File: config.mk
export PLATFORM = sky130hd
export DESIGN_NAME = nps_top
export DESIGN_NICKNAME = d
export VERILOG_FILES = /design/src/hdl/nps_pkg.sv /design/src/hdl/nps_fifo_if.sv /design/src/hdl/nps_sync.sv /design/src/hdl/nps_fifo.sv /design/src/hdl/nps_top.sv
export VERILOG_INCLUDE_DIRS = /design/src /design/src/hdl
export SDC_FILE = /design/constraint.sdc
export NUM_CORES = 2
export LEC_CHECK = 0
export BUFFER_PORTS_ARGS = -buffer_cell sky130_fd_sc_hd__buf_2
export CAP_MARGIN = 25
export CORE_ASPECT_RATIO = 2
export CORE_MARGIN = 4
export CORE_UTILIZATION = 35
export DETAILED_ROUTE_END_ITERATION = 8
export MAX_ROUTING_LAYER = met4
export PLACE_DENSITY = 0.61
export SLEW_MARGIN = 20
export SYNTH_ARGS = -nofsm -noshare
export SYNTH_HDL_FRONTEND = slang
export SYNTH_SLANG_ARGS = --single-unit
File: constraint.sdc
create_clock -name pclk -period 11.3 [get_ports pclk]
set_input_delay 1.13 -clock pclk [delete_from_list [all_inputs] [get_ports pclk]]
set_output_delay 1.13 -clock pclk [all_outputs]
set_load 0.05 [all_outputs]
File: src/hdl/nps_consts.svh
/*
 * nps_consts.svh: offsets, field positions, reset values and counts
 * for the phase source and input register block.
 * Assumes inclusion by bare name from any design file that needs them.
 */
`ifndef NPS_CONSTS_SVH
`define NPS_CONSTS_SVH

// register byte addresses on the apb slave
`define NPS_ADDR_CTRL 8'h00
`define NPS_ADDR_PHASE_CTRL 8'h04
`define NPS_ADDR_FREQ 8'h08
`define NPS_ADDR_TIMER_INC 8'h0C
`define NPS_ADDR_STATUS 8'h10
`define NPS_ADDR_FIFO_DATA 8'h14
`define NPS_ADDR_SINCOS 8'h18
`define NPS_ADDR_PHASE_ACC 8'h1C

// control register fields and reset values
`define NPS_CTRL_RUN 0
`define NPS_CTRL_CAPTURE 1
`define NPS_CTRL_RESET 32'h0000_0003
`define NPS_WORD_RESET 32'h0000_0000

// status register fields
`define NPS_STAT_LEVEL_LSB 0
`define NPS_STAT_PEND 8
`define NPS_STAT_SOURCE 9
`define NPS_STAT_BYPASS 10

// phase word layout and data widths
`define NPS_PHASE_LOW_BITS 14
`define NPS_WINDOW_BITS 16
`define NPS_INPUT_BITS 19

// fifo depth and synchroniser length
`define NPS_FIFO_DEPTH 32
`define NPS_SYNC_STAGES 3

`endif

File: src/hdl/nps_pkg.sv
/*
 * nps_pkg: types shared by the phase source and input register block.
 * Assumes nps_consts.svh is compiled alongside.
 */
package nps_pkg;

	// pin inputs as one vector, so one synchroniser carries them all
	typedef struct packed {
		logic phase_source_select;
		logic [1:0] phase_offset_bits;
		logic rom_bypass_timer_load_n;
		logic phase_carry_in_n;
		logic input_register_enable_n;
		logic [1:0] input_shift_select;
		logic [18:0] real_input_bus;
		logic [18:0] imag_input_bus;
	} nps_pins_t;

	// whole state of the top module
	typedef struct packed {
		logic [31:0] ctrl;
		logic [15:0] phase_ctrl;
		logic [31:0] freq;
		logic [31:0] timer_inc;
		logic [15:0] phase_reg;
		logic [31:0] phase_acc;
		logic [31:0] timer_acc;
		logic [18:0] real_reg;
		logic [18:0] imag_reg;
		logic push_pend;
		logic phase_carry_n;
		logic interval_carry_n;
		logic [15:0] sine;
		logic [15:0] cosine;
		logic pready;
		logic pslverr;
		logic [31:0] prdata;
	} nps_top_state_t;

endpackage : nps_pkg

File: src/hdl/nps_fifo_if.sv
/*
 * nps_fifo_if: valid/ready carrier between the top and its fifo.
 * Assumes both ends run on the same clock.
 */
`timescale 1ns/1ns
interface nps_fifo_if #(
	parameter int WIDTH = 32,
	parameter int DEPTH = 32
) ();
	logic push_valid;
	logic push_ready;
	logic [WIDTH-1:0] push_data;
	logic pop_valid;
	logic pop_ready;
	logic [WIDTH-1:0] pop_data;
	logic [$clog2(DEPTH):0] level;

	modport fifo (input push_valid, push_data, pop_ready,
		output push_ready, pop_valid, pop_data, level);
	modport user (output push_valid, push_data, pop_ready,
		input push_ready, pop_valid, pop_data, level);
endinterface : nps_fifo_if

File: src/hdl/nps_sync.sv
/*
 * nps_sync: three-stage synchroniser for a vector of pin inputs.
 * Assumes inputs are asynchronous to pclk; a bit changes at the output
 * only once stages two and three agree on it.
 */
`timescale 1ns/1ns
module nps_sync #(
	parameter int WIDTH = 8,
	parameter logic [WIDTH-1:0] IDLE = '0
) (
	// clock and reset
	input wire logic pclk,
	input wire logic presetn,
	// pins in, settled copy out
	input wire logic [WIDTH-1:0] d,
	output logic [WIDTH-1:0] q
);
	typedef struct packed {
		logic [WIDTH-1:0] s1;
		logic [WIDTH-1:0] s2;
		logic [WIDTH-1:0] s3;
		logic [WIDTH-1:0] q;
	} nps_sync_state_t;

	nps_sync_state_t s;
	nps_sync_state_t next_s;

	// s1 feeds s2 only; the agreement test looks at s2 and s3
	always_comb begin
		next_s = s;
		next_s.s1 = d;
		next_s.s2 = s.s1;
		next_s.s3 = s.s2;
		next_s.q = (s.s2 & ~(s.s2 ^ s.s3)) | (s.q & (s.s2 ^ s.s3));
	end

	always_ff @(posedge pclk or negedge presetn) begin
		if (!presetn) begin
			s <= {IDLE, IDLE, IDLE, IDLE};
		end else begin
			s <= next_s;
		end
	end

	assign q = s.q;
endmodule : nps_sync

File: src/hdl/nps_fifo.sv
/*
 * nps_fifo: synchronous flip-flop fifo with valid/ready on both sides.
 * Assumes DEPTH is a power of two; push and pop may share a cycle.
 */
`timescale 1ns/1ns
module nps_fifo #(
	parameter int WIDTH = 32,
	parameter int DEPTH = 32
) (
	// clock and reset
	input wire logic pclk,
	input wire logic presetn,
	// both sides of the buffer
	nps_fifo_if.fifo f
);
	localparam int AW = $clog2(DEPTH);

	typedef struct packed {
		logic [DEPTH-1:0][WIDTH-1:0] mem;
		logic [AW-1:0] wr;
		logic [AW-1:0] rd;
		logic [AW:0] count;
	} nps_fifo_state_t;

	nps_fifo_state_t s;
	nps_fifo_state_t next_s;
	logic do_push;
	logic do_pop;

	// full and empty come straight from the count
	assign f.push_ready = (s.count != (AW+1)'(DEPTH));
	assign f.pop_valid = (s.count != '0);
	assign f.pop_data = s.mem[s.rd];
	assign f.level = s.count;
	assign do_push = f.push_valid & f.push_ready;
	assign do_pop = f.pop_ready & f.pop_valid;

	always_comb begin
		next_s = s;
		if (do_push) begin
			next_s.mem[s.wr] = f.push_data;
			next_s.wr = s.wr + 1'b1;
		end
		if (do_pop) begin
			next_s.rd = s.rd + 1'b1;
		end
		next_s.count = s.count + (AW+1)'(do_push) - (AW+1)'(do_pop);
	end

	always_ff @(posedge pclk or negedge presetn) begin
		if (!presetn) begin
			s <= '0;
		end else begin
			s <= next_s;
		end
	end
endmodule : nps_fifo

File: src/hdl/nps_top.sv
/*
 * nps_top: phase source select, rom bypass and timer load, carry
 * outputs, and the complex input registers with window selection.
 * Assumes an apb master on pclk and host pins asynchronous to pclk;
 * captured sample windows queue in a fifo that software drains.
 */
`timescale 1ns/1ns
`include "nps_consts.svh"

// Contract
// - select high loads phase from control register
// - select low loads offset bits, low zeros
// - offset codes map to 0/90/270/180 degrees
// - bypass routes adder and accumulator to multiplier
// - bypass zeros timer feedback, loading increment
// - active-low registered carry on phase overflow
// - real bus captured while enable asserted; here not while a pair is pending, so every other cycle at most
// - imaginary bus captured while enable asserted; here not while a pair is pending, so every other cycle at most
// - enable is active low and registered first
// - shift code zero selects bits 0-15
module nps_top (
	// clock and reset
	input wire logic pclk,
	input wire logic presetn,
	// apb slave
	input wire logic psel,
	input wire logic penable,
	input wire logic pwrite,
	input wire logic [7:0] paddr,
	input wire logic [31:0] pwdata,
	output logic [31:0] prdata,
	output logic pready,
	output logic pslverr,
	// phase control pins
	input wire logic phase_source_select,
	input wire logic [1:0] phase_offset_bits,
	input wire logic rom_bypass_timer_load_n,
	input wire logic phase_carry_in_n,
	// input data pins
	input wire logic input_register_enable_n,
	input wire logic [1:0] input_shift_select,
	input wire logic [18:0] real_input_bus,
	input wire logic [18:0] imag_input_bus,
	// carry outputs
	output logic phase_carry_out_n,
	output logic interval_carry_out_n,
	// vector fed to the multiplier
	output logic [15:0] sine_out,
	output logic [15:0] cosine_out
);
	localparam int PW = $bits(nps_pkg::nps_pins_t);
	localparam int LW = $clog2(`NPS_FIFO_DEPTH) + 1;

	// idle level of the pins: active-low strobes released
	localparam nps_pkg::nps_pins_t PINS_IDLE = '{
		phase_source_select: 1'b1,
		phase_offset_bits: 2'h0,
		rom_bypass_timer_load_n: 1'b1,
		phase_carry_in_n: 1'b1,
		input_register_enable_n: 1'b1,
		input_shift_select: 2'h0,
		real_input_bus: 19'h0_0000,
		imag_input_bus: 19'h0_0000
	};

	nps_pkg::nps_top_state_t s;
	nps_pkg::nps_top_state_t next_s;
	nps_pkg::nps_pins_t pins_raw;
	nps_pkg::nps_pins_t pins;
	logic [PW-1:0] pins_q;

	// offset code to the top two phase bits; codes 10 and 11 swap
	function automatic logic [1:0] offset_to_phase(input logic [1:0] code);
		offset_to_phase = {code[1], code[1] ^ code[0]};
	endfunction : offset_to_phase

	// 16-bit window of a 19-bit bus, moved up by the shift code
	function automatic logic [15:0] window(input logic [18:0] bus,
		input logic [1:0] sh);
		logic [18:0] shifted;
		shifted = bus >> sh;
		window = shifted[15:0];
	endfunction : window

	// coarse triangle stand-in for the sine table, quarter-wave folded
	function automatic logic [15:0] tri_wave(input logic [15:0] ph);
		logic [15:0] mag;
		mag = ph[14] ? {1'b0, ~ph[13:0], 1'b0} : {1'b0, ph[13:0], 1'b0};
		tri_wave = ph[15] ? 16'(-mag) : mag;
	endfunction : tri_wave

	// every pin passes the three-stage synchroniser
	assign pins_raw = '{
		phase_source_select: phase_source_select,
		phase_offset_bits: phase_offset_bits,
		rom_bypass_timer_load_n: rom_bypass_timer_load_n,
		phase_carry_in_n: phase_carry_in_n,
		input_register_enable_n: input_register_enable_n,
		input_shift_select: input_shift_select,
		real_input_bus: real_input_bus,
		imag_input_bus: imag_input_bus
	};

	nps_sync #(
		.WIDTH(PW),
		.IDLE(PINS_IDLE)
	) u_sync (
		.pclk(pclk),
		.presetn(presetn),
		.d(pins_raw),
		.q(pins_q)
	);

	assign pins = nps_pkg::nps_pins_t'(pins_q);

	nps_fifo_if #(
		.WIDTH(32),
		.DEPTH(`NPS_FIFO_DEPTH)
	) fq ();

	nps_fifo #(
		.WIDTH(32),
		.DEPTH(`NPS_FIFO_DEPTH)
	) u_fifo (
		.pclk(pclk),
		.presetn(presetn),
		.f(fq.fifo)
	);

	// a captured pair waits in push_pend until the fifo takes it
	assign fq.push_valid = s.push_pend;
	assign fq.push_data = {window(s.imag_reg, pins.input_shift_select),
		window(s.real_reg, pins.input_shift_select)};

	// apb access phase, first cycle only; the slave answers one cycle later
	logic access;
	logic rd_data;
	assign access = psel & penable & ~s.pready;
	assign rd_data = access & ~pwrite & (paddr == `NPS_ADDR_FIFO_DATA);
	assign fq.pop_ready = rd_data;

	logic run;
	logic capture_on;
	logic bypass;
	logic [15:0] phase_sum;
	logic [32:0] phase_next;
	logic [32:0] timer_next;
	logic [31:0] timer_feedback;
	logic [32:0] carry_in;
	logic [31:0] status;
	logic take;

	always_comb begin
		run = s.ctrl[`NPS_CTRL_RUN];
		capture_on = s.ctrl[`NPS_CTRL_CAPTURE];
		bypass = ~pins.rom_bypass_timer_load_n;
		phase_sum = s.phase_acc[31:16] + s.phase_reg;
		carry_in = {32'h0000_0000, ~pins.phase_carry_in_n};
		phase_next = {1'b0, s.phase_acc} + {1'b0, s.freq} + carry_in;
		timer_feedback = bypass ? `NPS_WORD_RESET : s.timer_acc;
		timer_next = {1'b0, timer_feedback} + {1'b0, s.timer_inc};
		// stall capture while the previous pair has not been pushed
		take = ~pins.input_register_enable_n & capture_on & ~s.push_pend;
		status = `NPS_WORD_RESET;
		status[`NPS_STAT_LEVEL_LSB +: LW] = fq.level;
		status[`NPS_STAT_PEND] = s.push_pend;
		status[`NPS_STAT_SOURCE] = pins.phase_source_select;
		status[`NPS_STAT_BYPASS] = bypass;
	end

	// phase, timer and multiplier vector
	always_comb begin
		next_s = s;
		if (pins.phase_source_select) begin
			next_s.phase_reg = s.phase_ctrl;
		end else begin
			next_s.phase_reg = {offset_to_phase(pins.phase_offset_bits),
				`NPS_PHASE_LOW_BITS'(0)};
		end
		next_s.phase_carry_n = 1'b1;
		next_s.interval_carry_n = 1'b1;
		if (run) begin
			next_s.phase_acc = phase_next[31:0];
			next_s.phase_carry_n = ~phase_next[32];
		end
		// bypass loads the timer even when accumulation is stopped
		if (run | bypass) begin
			next_s.timer_acc = timer_next[31:0];
			next_s.interval_carry_n = ~timer_next[32];
		end
		if (bypass) begin
			next_s.sine = phase_sum;
			next_s.cosine = s.phase_acc[15:0];
		end else begin
			next_s.sine = tri_wave(phase_sum);
			next_s.cosine = tri_wave(phase_sum + 16'h4000);
		end

		// input registers and the hand-off to the fifo
		if (fq.push_ready) begin
			next_s.push_pend = 1'b0;
		end
		if (take) begin
			next_s.real_reg = pins.real_input_bus;
			next_s.imag_reg = pins.imag_input_bus;
			next_s.push_pend = 1'b1;
		end

		// apb answer: ready for one cycle after the first access cycle
		next_s.pready = access;
		next_s.pslverr = 1'b0;
		if (access) begin
			next_s.prdata = `NPS_WORD_RESET;
			case (paddr)
				`NPS_ADDR_CTRL: begin
					if (pwrite) begin
						next_s.ctrl = pwdata & `NPS_CTRL_RESET;
					end
					next_s.prdata = s.ctrl;
				end
				`NPS_ADDR_PHASE_CTRL: begin
					if (pwrite) begin
						next_s.phase_ctrl = pwdata[15:0];
					end
					next_s.prdata = {16'h0000, s.phase_ctrl};
				end
				`NPS_ADDR_FREQ: begin
					if (pwrite) begin
						next_s.freq = pwdata;
					end
					next_s.prdata = s.freq;
				end
				`NPS_ADDR_TIMER_INC: begin
					if (pwrite) begin
						next_s.timer_inc = pwdata;
					end
					next_s.prdata = s.timer_inc;
				end
				`NPS_ADDR_STATUS: begin
					next_s.prdata = status;
				end
				`NPS_ADDR_FIFO_DATA: begin
					// empty fifo reads as zero and pops nothing
					next_s.prdata = fq.pop_valid ? fq.pop_data : `NPS_WORD_RESET;
				end
				`NPS_ADDR_SINCOS: begin
					next_s.prdata = {s.sine, s.cosine};
				end
				`NPS_ADDR_PHASE_ACC: begin
					next_s.prdata = s.phase_acc;
				end
				default: begin
					next_s.pslverr = 1'b1;
				end
			endcase
		end
	end

	always_ff @(posedge pclk or negedge presetn) begin
		if (!presetn) begin
			s <= '0;
			s.ctrl <= `NPS_CTRL_RESET;
			s.phase_carry_n <= 1'b1;
			s.interval_carry_n <= 1'b1;
		end else begin
			s <= next_s;
		end
	end

	// every output straight from the state register
	assign prdata = s.prdata;
	assign pready = s.pready;
	assign pslverr = s.pslverr;
	assign phase_carry_out_n = s.phase_carry_n;
	assign interval_carry_out_n = s.interval_carry_n;
	assign sine_out = s.sine;
	assign cosine_out = s.cosine;
endmodule : nps_top

==> Yosys cells after proc, flatten, opt, wreduce, memory -nomap -nowiden <==
Cells that the tools add are included.
{ "op_classes": {"addsub": 11, "order_cmp": 3, "n_eq_ne": 8, "n_shift": 2, "muxes": 20, "bitwise_logic": 25, "n_reduce_logical": 9} }
{ "op_table": {"columns": ["cell", "count"], "rows": [
  ["$bwmux W1024", 1],
  ["$pmux W32 S8", 1],
  ["$bmux W32 S5", 1],
  ["$demux W32 S5", 1],
  ["$mux W32", 5],
  ["$and A46 B46 Y46", 2],
  ["$add A32 B32 Y33", 2],
  ["$mux W16", 3],
  ["$not A46 Y46", 1],
  ["$or A46 B46 Y46", 1],
  ["$xor A46 B46 Y46", 1],
  ["$shr A19 B2 Y16", 2],
  ["$add A33 B1 Y33", 1],
  ["$mux W33", 1],
  ["$eq A8 B5 Y1 const B", 4],
  ["$neg A15 Y16", 2],
  ["$mux W15", 2],
  ["$not A14 Y14", 2],
  ["$add A16 B15 Y16 const B", 1],
  ["$add A16 B16 Y16", 1],
  ["$eq A8 B4 Y1 const B", 2],
  ["$lt A5 B6 Y1 const B", 2],
  ["$reduce_and A3 Y1", 4],
  ["$add A5 B1 Y5 const B", 2],
  ["other kinds (15)", 33]
]} }
{ "totals": {"reg_bits": 1493, "input_bits": 91, "wordCells": 134} }

==> Depth between registers and ports, before layout <==
{ "logic_depth": {"word_depth": 7, "ltp_mapped": 19, "mapped_depth_nobuf": 16} }

==> Hierarchy <==
Synthesis repeated with hierarchy kept, for this count alone.
{ "unflattened": {"cells_unflattened": 5014, "hier_area_um2": 70299.9} }
{ "by_module_without_submodules": {"columns": ["module", "n_inst", "cells_each", "area_per_inst_um2", "seq_area_each_um2"], "rows": [
  ["nps_fifo", 1, 3033, 47443.0, 26025.0],
  ["nps_top", 1, 1705, 17369.2, 6736.5],
  ["nps_sync", 1, 276, 5487.8, 4624.4]
]} }

==> Worst setup path before layout <==
OpenSTA, ideal clock, no wires.
{ "synth_path": {"path_type": "reg-to-reg", "start": "register s[155] in the netlist's numbering", "end": "register s, in the netlist cosine_out[13]", "setup_time_ns": 0.137, "t_arrival_ns": 4.091, "required_time_ns": 11.163, "setup_slack_ns": 7.072, "stages_incl_launch_ff": 19, "n_path_buf": 4, "cell_sequence": "dfrtp_1 > ha_1 > fa_1 > a211oi_1 > o21ai_1 > a2111o_1 > and3_1 > buf_6 > nor2_4 > buf_2 > buf_2 > xnor2_1 > inv_1 > ha_1 > clkbuf_1 > o21ai_0 > o31ai_2 > xor2_1 > a21oi_1"} }
{ "synth_lines": {"columns": ["element", "line_no", "text"], "rows": [
  ["start, declared", "nps_top.sv:66", "nps_pkg::nps_top_state_t s;"],
  ["start signal, assigned", "nps_top.sv:266", "s <= next_s;"]
]} }

==> metrics.txt <==
register clock-pin slew on the reported worst setup and hold paths 0.07 ns; RSZ-0062 raised after global routing no; die area 0.1987 mm²; FF-to-FF Start s[155]$_DFFE_PN0P_; Skew-Pair Late Insertion Delay 0.81 ns; Mapped Cells 5,850; Seq cells post-synth 1,493; Synth top area share 55.09%; post-synthesis sequential area ratio 55.87%; Reg2Reg Depth 13; core area 0.1897 mm²; vias 45,100; DR DRC count 0; nets@finish 5,935; fill count 18,090; Max rail drop VDD 0.0001049 V; number of synthesized flops with an enable pin 0; Compound-Gate Fraction of Synth Area 12.63%; DR WL met2 102,100 µm; DIE WIDTH 317.2 µm; post-synthesis xor/xnor area fraction 1.440%; LEAKAGE 32.48 nW; Worst setup EP type flop; TNS Setup 0 ns; critical path class flop to flop; total wire length 196,000 µm; met3 wire len 9449 µm; Syn Nets 6,040; Layout area overhead 11.85%; Slew Viols, Final 0; mux cell area share after synthesis 14.90%; CTS sink count 1,493; fin crit period 5.142 ns; Final GP Congestion 1.015; final core utilization 39.44%; 1st-iter DRT viols 3,630; number of CTS-inserted buffers 149; Tcrit/Tclk final 45.50%; ys flop type dfrtp_1; Initial Util 35.26%; row cnt 226; crit path DAT 5.86 ns; initial antenna violation count 11; max_slew headroom 29.95%; CTS tree built; Total GRT Usage 20.42%; TritonRoute pass-1 iters 6; hold path cells 0; Synth warnings 0; Setup crit start s[155]$_DFFE_PN0P_; Met1 Routed Length 70,740 µm; post-route antenna net violation count 0; average wire per standard cell 23.45 µm; CTS root buf clkbuf_16; worst setup path endpoint sine_out[9]$_DFF_PN0_; endpoints failing setup 0; Mean Syn Cell Area 11.44 µm²; Max clock buf depth 4; Worst R2R End sine_out[9]$_DFF_PN0_; Synth Area in Adders 2.596%; post-synthesis async set-or-reset flop share 100.0%; pin count of the biggest net entering global routing 219; chip height 626.3 µm; CTS resizes 0; layout cells sized above 1 19.16%; detailed placer's ending HPWL 125,200 µm; Worst Tran Pin Value 1.029 ns; Top Layer Used met4; I/O pin count 159; Post-CTS Hold Buffers 0; WP data required 12.02 ns; FMAX 194.5 MHz; FF-to-FF setup slack 6.16 ns; startpoint types flop; PwrDens 155.2 mW/mm²; cell taking the most area after synthesis dfrtp_1; post-synthesis cell area 0.06691 mm²; worst hold path type flop to flop; largest cells by area after synthesis dfrtp_1 (55%), mux4_2 (11%), o21ai_0 (8.4%); first-pass GRT wire length 296,700 µm; Netlist cell types 86; clock skew 0.07217 ns; largest family of logic cells by synthesized area multiplexers; Hold Fails Final Rpt 0; htree depth 4; outcome complete, no violations; Port Buffers 158; via/cell ratio 5.395; CP max FO 31; Max-Cap Viols 0; setup bufs post-CTS 0; Post-Synth Simple-Gate Area 8.981%; vias in the first global route 46,840; total gr overflow 0
sequential cells by signal, summed over array words and instances, names as in the netlist, 6 cells and up, named ones only:
signal	cells
cosine_out	16
u_fifo.f.level	6
u_sync.s	46
u_fifo.s	1034
prdata	32
s	198
u_sync.next_s	92
sine_out	16
worst max-delay path: stages, from the launching register on:
cell,delay [ns]
dfrtp_1,0.42
ha_1,0.26
fa_1,0.49
a211oi_1,0.35
o21ai_1,0.21
a2111o_1,0.61
and3_1,0.37
nor2_4,0.71
xnor2_1,0.27
ha_1,0.34
o21ai_1,0.28
o21ai_0,0.20
a2111o_1,0.45
o221ai_1,0.08
synth_stat cells, types with 44 or more instances:
master	n
clkbuf_1	415
mux4_2	320
o21ai_0	1119
nor2_1	81
a22o_1	49
buf_4	64
a21oi_1	98
and2_1	58
dfrtp_1	1473
buf_1	44
ha_1	94
mux2i_1	71
xnor2_1	69
nand2_1	1175
mux2_2	182
maj3_1	46
logic make-up after synthesis:
family | count (synthesis)
mux | 573
flops | 1493
xor+xnor | 110
buf+inv | 569
fa+ha+maj | 145
compound gates | 1497
simple gates | 1463
worst min-delay path by stage:
stage                                  from  slack [ns]                           to
6_report        u_sync.next_s[92]$_DFF_PN0_        0.33  u_sync.next_s[46]$_DFF_PN0_
5_1_grt         u_sync.next_s[92]$_DFF_PN0_        0.35  u_sync.next_s[46]$_DFF_PN0_
4_1_cts         u_sync.next_s[92]$_DFF_PN0_        0.34  u_sync.next_s[46]$_DFF_PN0_
3_5_place_dp   u_sync.next_s[125]$_DFF_PN0_        0.33  u_sync.next_s[79]$_DFF_PN0_
3_3_place_gp   u_sync.next_s[111]$_DFF_PN0_        0.33  u_sync.next_s[65]$_DFF_PN0_
2_1_floorplan   u_sync.next_s[92]$_DFF_PN0_        0.33  u_sync.next_s[46]$_DFF_PN0_
power breakdown:
part | total (mW) | leakage (nW) | switching [mW] | internal [mW]
clock | 4.99 | 2.37 | 2.10 | 2.89
sequential | 5.63 | 20.3 | 0.132 | 5.50
combinational | 0.990 | 9.82 | 0.682 | 0.308
total | 11.6 | 32.5 | 2.92 | 8.70
layout make-up:
type                       count  area, µm²  share of cell area (%)
antenna                       10      25.02                 0.03344
clock buffer                 203       4234                   5.658
clock inverter                44      555.5                  0.7423
inverter                      38      142.6                  0.1906
multi-input combinational   3788      27450                   36.67
sequential                  1493      37400                   49.98
tap                         2508       3138                   4.193
timing repair buffer         275       1896                   2.533
routing by layer:
metal  vias up  GRT usage [%]
met3       599          3.057
met4         0          12.47
met1     22760          21.89
met5         -              -
li1      20370              -
met2      1367          35.44
cells in the final DEF, fill, tap and decap left out, types with 26 or more instances in the layout:
cell	instances
a21oi_1	96
a221oi_1	26
a22o_1	49
and2_1	58
buf_2	158
buf_4	98
clkbuf_1	26
clkbuf_16	151
clkbuf_8	26
dfrtp_1	1467
ha_1	94
inv_1	37
maj3_1	46
mux2_2	182
mux2i_1	45
mux4_2	320
nand2_1	1143
nand2_2	32
nand3_1	30
nor2_1	79
o21ai_0	1117
xnor2_1	68
xor2_1	41
per-stage QoR:
step	setup WS (ns)	area [µm²]	instances	total power, mW	hold WS (ns)
2_1_floorplan	7.072	66910	5850	6.289	0.3312
3_3_place_gp	6.402	69820	8092	6.697	0.3348
3_5_place_dp	6.298	69860	8094	6.714	0.3347
4_1_cts	6.258	74650	8341	11.75	0.3398
5_1_grt	5.831	74840	8359	12.06	0.3489
6_report	6.158	74840	8359	11.61	0.3327
Power figures use the tool's default switching activity.
